## src/verilog/bpdl_map.vh

```
// register offsets, reset values and field positions of the two port block
`ifndef BPDL_MAP_VH
`define BPDL_MAP_VH

`define BPDL_ADDR_W          4
`define BPDL_OFF_PIN_D       4'h0
`define BPDL_OFF_LATCH_D     4'h1
`define BPDL_OFF_DIR_D       4'h2
`define BPDL_OFF_PIN_F       4'h3
`define BPDL_OFF_LATCH_F     4'h4
`define BPDL_OFF_DIR_F       4'h5
`define BPDL_OFF_MODE        4'h6
`define BPDL_OFF_ROUTE_F     4'h7

`define BPDL_RST_DIR         8'hff
`define BPDL_RST_LATCH       8'h00
`define BPDL_RST_MODE        8'h80
`define BPDL_RST_ROUTE_F     8'h00

// writable bits of the mode and routing registers
`define BPDL_MODE_MASK       8'h90
`define BPDL_ROUTE_MASK      8'ha6

// mode register fields
`define BPDL_MODE_EXT_BUS_DIS 7
`define BPDL_MODE_PSP_EN      4
// port f routing register fields
`define BPDL_ROUTE_CMP2       1
`define BPDL_ROUTE_CMP1       2
`define BPDL_ROUTE_COMPARATOR_REFERENCE_OUT      5
`define BPDL_ROUTE_SS         7

`endif

```

## src/verilog/bpdl_port_bit.v

```verilog
// one pin of a general purpose port: driver select and input sync
`timescale 1ns/100ps
`default_nettype none

module bpdl_port_bit (
    // clock and reset
    input  wire clk_sys,
    input  wire rst_b,
    // port controls
    input  wire dir_in,
    input  wire latch_val,
    input  wire alt_en,
    input  wire alt_oe,
    input  wire alt_val,
    // pin
    input  wire pin_i,
    output wire pin_o,
    output wire pin_oe,
    output wire pin_sync
);

    reg meta_r;
    reg sync_r;

    // alternate function overrides latch and direction bit; alt_oe gates driver
    assign pin_o  = alt_en ? alt_val : latch_val;
    assign pin_oe = alt_en ? alt_oe : ~dir_in;

    always @(posedge clk_sys) begin
        if (!rst_b) begin
            meta_r <= 1'b0;
            sync_r <= 1'b0;
        end else begin
            meta_r <= pin_i;
            sync_r <= meta_r;
        end
    end

    assign pin_sync = sync_r;

endmodule

`default_nettype wire

```

## src/verilog/bpdl_ports.v

```verilog
// two 8-bit bidirectional ports with direction and output latches
// Notes on behaviour
// direction bit 1 tristates the pin
// direction bit 0 drives latch value
// latch register readable; rmw uses latch
// 8 bits, per-pin direction, schmitt inputs
// power-on reset makes every pin input
// port d is gpio only when bus disabled
// bus active: port d carries address/data low
// parallel slave mode; inputs become ttl
// port f bit 7 gpio or slave select
// software sets bit 7 input for slave select
// port f bits 1,2 drive comparator outputs
// port f bit 5 outputs comparator reference
// direction bit overrides shared peripheral function
// port read gives synced pins; write sets latch
`timescale 1ns/100ps
`default_nettype none
`include "bpdl_map.vh"

module bpdl_ports #(
    parameter WIDTH = 8
) (
    // clock and reset
    input  wire                    clk_sys,
    input  wire                    rst_b,
    // register port
    input  wire [`BPDL_ADDR_W-1:0] reg_addr,
    input  wire [7:0]              reg_wdata,
    input  wire                    reg_wr,
    input  wire                    reg_rd,
    output reg  [7:0]              reg_rdata,
    // external bus low byte
    input  wire [WIDTH-1:0]        ebus_out,
    input  wire                    ebus_oe,
    output wire [WIDTH-1:0]        ebus_in,
    // parallel slave port
    input  wire [WIDTH-1:0]        psp_out,
    input  wire                    psp_oe,
    output wire [WIDTH-1:0]        psp_in,
    output wire                    psp_ttl,
    // peripheral functions on port f
    input  wire                    comparator1_result,
    input  wire                    comparator2_result,
    input  wire                    comparator_reference_out,
    output wire                    slave_select_in,
    output wire                    slave_select_ttl,
    // port d pins
    input  wire [WIDTH-1:0]        pd_i,
    output wire [WIDTH-1:0]        pd_o,
    output wire [WIDTH-1:0]        pd_oe,
    // port f pins
    input  wire [WIDTH-1:0]        pf_i,
    output wire [WIDTH-1:0]        pf_o,
    output wire [WIDTH-1:0]        pf_oe
);

    // ==========================================================
    // registers
    reg  [WIDTH-1:0] direction_d_r;
    reg  [WIDTH-1:0] output_latch_d_r;
    reg  [WIDTH-1:0] direction_f_r;
    reg  [WIDTH-1:0] output_latch_f_r;
    reg  [7:0]       mode_r;
    reg  [7:0]       route_f_r;
    wire [WIDTH-1:0] sync_d;
    wire [WIDTH-1:0] sync_f;
    wire             ext_bus_disable;
    wire             parallel_slave_enable;
    wire             bus_owns_d;
    wire             psp_owns_d;

    assign ext_bus_disable       = mode_r[`BPDL_MODE_EXT_BUS_DIS];
    assign parallel_slave_enable = mode_r[`BPDL_MODE_PSP_EN];
    assign bus_owns_d            = ~ext_bus_disable;
    assign psp_owns_d            = ext_bus_disable & parallel_slave_enable;

    always @(posedge clk_sys) begin
        if (!rst_b) begin
            direction_d_r    <= `BPDL_RST_DIR;
            direction_f_r    <= `BPDL_RST_DIR;
            output_latch_d_r <= `BPDL_RST_LATCH;
            output_latch_f_r <= `BPDL_RST_LATCH;
            mode_r           <= `BPDL_RST_MODE;
            route_f_r        <= `BPDL_RST_ROUTE_F;
        end else if (reg_wr) begin
            case (reg_addr)
                // writing either the pin or latch register updates the latch
                `BPDL_OFF_PIN_D:   output_latch_d_r <= reg_wdata;
                `BPDL_OFF_LATCH_D: output_latch_d_r <= reg_wdata;
                `BPDL_OFF_DIR_D:   direction_d_r    <= reg_wdata;
                `BPDL_OFF_PIN_F:   output_latch_f_r <= reg_wdata;
                `BPDL_OFF_LATCH_F: output_latch_f_r <= reg_wdata;
                `BPDL_OFF_DIR_F:   direction_f_r    <= reg_wdata;
                `BPDL_OFF_MODE:    mode_r           <= reg_wdata & `BPDL_MODE_MASK;
                `BPDL_OFF_ROUTE_F: route_f_r        <= reg_wdata & `BPDL_ROUTE_MASK;
                default: ;
            endcase
        end
    end

    // ==========================================================
    // read data, one cycle after the strobe; zero otherwise
    always @(posedge clk_sys) begin
        if (!rst_b) begin
            reg_rdata <= 8'h00;
        end else if (reg_rd) begin
            case (reg_addr)
                `BPDL_OFF_PIN_D:   reg_rdata <= sync_d;
                `BPDL_OFF_LATCH_D: reg_rdata <= output_latch_d_r;
                `BPDL_OFF_DIR_D:   reg_rdata <= direction_d_r;
                `BPDL_OFF_PIN_F:   reg_rdata <= sync_f;
                `BPDL_OFF_LATCH_F: reg_rdata <= output_latch_f_r;
                `BPDL_OFF_DIR_F:   reg_rdata <= direction_f_r;
                `BPDL_OFF_MODE:    reg_rdata <= mode_r;
                `BPDL_OFF_ROUTE_F: reg_rdata <= route_f_r;
                default:           reg_rdata <= 8'h00;
            endcase
        end else begin
            reg_rdata <= 8'h00;
        end
    end

    // ==========================================================
    // per-pin logic
    genvar i;
    generate
        for (i = 0; i < WIDTH; i = i + 1) begin : g_pin
            wire f_alt_en;
            wire f_alt_val;
            // shared outputs follow direction bit, so software can override
            assign f_alt_en  = (i == `BPDL_ROUTE_CMP1 || i == `BPDL_ROUTE_CMP2 ||
                                i == `BPDL_ROUTE_COMPARATOR_REFERENCE_OUT) ? route_f_r[i] : 1'b0;
            assign f_alt_val = (i == `BPDL_ROUTE_CMP2)  ? comparator2_result :
                               (i == `BPDL_ROUTE_CMP1)  ? comparator1_result :
                               comparator_reference_out;

            bpdl_port_bit u_d (
                .clk_sys   (clk_sys),
                .rst_b     (rst_b),
                .dir_in    (direction_d_r[i]),
                .latch_val (output_latch_d_r[i]),
                .alt_en    (bus_owns_d | psp_owns_d),
                .alt_oe    (bus_owns_d ? ebus_oe : psp_oe),
                .alt_val   (bus_owns_d ? ebus_out[i] : psp_out[i]),
                .pin_i     (pd_i[i]),
                .pin_o     (pd_o[i]),
                .pin_oe    (pd_oe[i]),
                .pin_sync  (sync_d[i])
            );

            bpdl_port_bit u_f (
                .clk_sys   (clk_sys),
                .rst_b     (rst_b),
                .dir_in    (direction_f_r[i]),
                .latch_val (output_latch_f_r[i]),
                .alt_en    (f_alt_en),
                .alt_oe    (~direction_f_r[i]),
                .alt_val   (f_alt_val),
                .pin_i     (pf_i[i]),
                .pin_o     (pf_o[i]),
                .pin_oe    (pf_oe[i]),
                .pin_sync  (sync_f[i])
            );
        end
    endgenerate

    // ==========================================================
    // peripheral inputs
    assign ebus_in          = sync_d;
    assign psp_in           = sync_d;
    assign psp_ttl          = psp_owns_d;
    assign slave_select_in  = sync_f[`BPDL_ROUTE_SS];
    assign slave_select_ttl = route_f_r[`BPDL_ROUTE_SS];

endmodule

`default_nettype wire

```

## config.mk

```make
export PLATFORM = sky130hd
export DESIGN_NAME = bpdl_ports
export DESIGN_NICKNAME = d
export VERILOG_FILES = /design/src/verilog/bpdl_port_bit.v /design/src/verilog/bpdl_ports.v
export VERILOG_INCLUDE_DIRS = /design/src /design/src/verilog
export SDC_FILE = /design/constraint.sdc
export NUM_CORES = 1
export LEC_CHECK = 0
export ABC_AREA = 1
export BUFFER_PORTS_ARGS = -buffer_cell sky130_fd_sc_hd__buf_2
export CAP_MARGIN = 25
export CORE_MARGIN = 10
export CORE_UTILIZATION = 45
export DETAILED_ROUTE_END_ITERATION = 6
export PLACE_DENSITY = 0.72
export SETUP_SLACK_MARGIN = 0.3
export SYNTH_ARGS = -nofsm -noshare
export SYNTH_HDL_FRONTEND = slang
export SYNTH_SLANG_ARGS = --single-unit
export TNS_END_PERCENT = 20
```

## constraint.sdc

```tcl
create_clock -name clk_sys -period 2.7 [get_ports clk_sys]
set_clock_uncertainty 0.05 [all_clocks]
set_input_delay 0.54 -clock clk_sys [delete_from_list [all_inputs] [get_ports clk_sys]]
set_output_delay 0.54 -clock clk_sys [all_outputs]
set_load 0.01 [all_outputs]
```

==> results.ini <==
[run_status]
status = finished clean

[detailed_routing]
drt_iter0_drc = 272
routedWlPerCell_um = 14.4
vias_per_cell = 4.78
drc = 0
dr_total_vias = 3226
wl_mm = 9.69
antenna_left = 0
drtPass1Iterations = 5

[die]
start_util = 0.466
chipHeight_um = 110
num_io_pins = 112
dieWidth_um = 110
dieArea_mm2 = 0.0121
coreArea_mm2 = 0.00781
rows = 32

[yosys]
synth_cell_types = 23
syn-cell-area_mm2 = 0.00364
synth_seq_cells = 78
synthCells = 508
synth-warning-count = 0
yosysSeqAreaShare = 0.429
synth.avg_cell_area_um2 = 7.16
syn-num-nets = 561

[global_route]
grt_pass1_wl_mm = 15.3
grt_pass1_vias = 3054
antenna_found_initial = 0
grtUsageTotal = 0.162
grt_max_degree = 32
gr-total-overflow = 0

[clock_tree]
path_clk_slew_ps = 90
cts_hold_buf = 0
cts_made_buffers = 9
cts.htree.levels = 3
clockBufferDepth = 2
cts_root_buffer = clkbuf_8
cts_tree = done
clk_latency_ps = 350
clock-sinks = 78

[timing]
fin_crit_ps = 2220
tightest_slew_ps = 669
finalSetupViolCount = 0
rsz0062_at_grt = no
slew_viol_final = 0
period_share = 0.824
fmax_mhz = 450
max_slew_margin = 0.554
fin_setup_tns_ps = 0
hold_viol = 0

[critical_path]
worstSetupPathType = reg2out
start_kind = flip-flop
worst-endpoint-required_ps = 2110
cp_max_fo = 8
end_kind = output port
arrival_ps = 1630

[finish]
layout-drive-gt1-share = 0.272
final_nets = 621
fillers = 780
antenna_cells = 0
layout_common_cells = nand2_1 (111), buf_2 (111), dfxtp_1 (78)
syn_to_final_growth_pct = 12.7

[flow_run]
maxCapViolations = 0

[placement]
dpl.hpwl_mm = 7.53
place_congestion = 0.867
port_buffers = 111

[power_and_ir_drop]
peakVddDrop_mv = 0.352
power.density_mw_per_mm2 = 573
leakage_nw = 2.27
finalPower_mw = 2.35

[hold_path]
hold_class = in2reg

## sequential cells by signal, indices dropped and copies added, names as in the netlist
signal and count:
direction_f_r 8, g_pin.u_d.pin_sync 8, g_pin.u_f.meta_r 8, output_latch_f_r 8, route_f_r 4, g_pin.u_f.pin_sync 8, output_latch_d_r 8, g_pin.u_d.meta_r 8
direction_d_r 8, mode_r 2, reg_rdata 8
## worst paths after layout
kind / from / to / slack, ps / cells past startpoint
worst max-delay path: mode_r[7] / pd_oe[3] / 480 / 5
worst min-delay path: pd_i[0] / g_pin[0].u_d.meta_r / 310 / 3
worst max register to register: direction_f_r[0] / reg_rdata[0] / 1680 / 4
worst min register to register: g_pin[2].u_d.meta_r / g_pin[2].u_d.pin_sync / 360 / 2
## cells in the mapped netlist
cell | n | share of area
clkbuf_1 | 6 | 0.0062
inv_1 | 55 | 0.057
nor2_1 | 47 | 0.048
o211ai_1 | 1 | 0.0021
buf_4 | 50 | 0.10
a21oi_1 | 21 | 0.029
inv_2 | 5 | 0.0052
clkinv_1 | 2 | 0.0021
nor2_2 | 3 | 0.0052
o21ai_0 | 38 | 0.052
nand2_1 | 111 | 0.11
nor2_4 | 4 | 0.012
nand3_2 | 1 | 0.0028
buf_2 | 8 | 0.011
dfxtp_1 | 78 | 0.43
nand2_4 | 2 | 0.0062
a22o_1 | 1 | 0.0024
clkinv_2 | 1 | 0.0014
nand2_2 | 2 | 0.0034
buf_6 | 2 | 0.0062
a21oi_2 | 2 | 0.0048
o21ai_2 | 2 | 0.0048
nand3_1 | 66 | 0.091
## report_power, final
group	internal (mW)	switching, mW
logic	0.0912	0.158
clock network	0.436	0.452
registers	1.19	0.0220
## cells by family (layout without fill, tap and decap cells)
group | count (synthesis) | in the layout | synth area share
and+or+nand+nor | 236 | 236 | 0.284
AOI/OAI and AO/OA | 65 | 65 | 0.0953
buffers and inverters | 129 | 194 | 0.192
DFF | 78 | 78 | 0.429
## what timing repair did
item | CTS | global route
gates resized for setup | 0 | 3
setup endpoints to repair | 0 | 8
setup buffers | 0 | 2
## worst max-delay path, cell delays in order (launching register included)
cell	delay, ps
dfxtp_1	450
clkinvlp_4	220
a22o_1	250
inv_2	110
o21ai_0	110
buf_2	160
## per-stage QoR
stage | setup WS (ps) | util | hold slack (ps) | std cells | instance area, um^2
floorplan | 939 | - | 340 | 508 | 3640
global placement | 793 | 0.496 | 342 | 657 | 3880
detailed placement | 707 | 0.496 | 345 | 657 | 3880
CTS | 321 | 0.522 | 299 | 673 | 4080
global route | 360 | 0.525 | 296 | 675 | 4100
finish | 475 | 0.525 | 313 | 675 | 4100
## per-layer routing
| layer | vias to the layer above | share of wire | global-route usage |
|---|---|---|---|
| li1 | 1665 | - | - |
| met2 | 159 | 0.42 | 0.238 |
| met4 | 0 | 0.012 | 0.0558 |
| met3 | 12 | 0.11 | 0.0503 |
| met1 | 1390 | 0.45 | 0.218 |
| met5 | - | 0 | 0 |
## area by class of cell
cell class,count,area (um^2),share of cell area
clock inverter,7,78.8,0.0192
clock buffer,9,124,0.0302
multi-input combinational,301,1380,0.336
timing repair buffer,115,586,0.143
inverter,63,245,0.0598
sequential,78,1560,0.381
tap,102,128,0.0311
(Power assumes the default switching activity.)
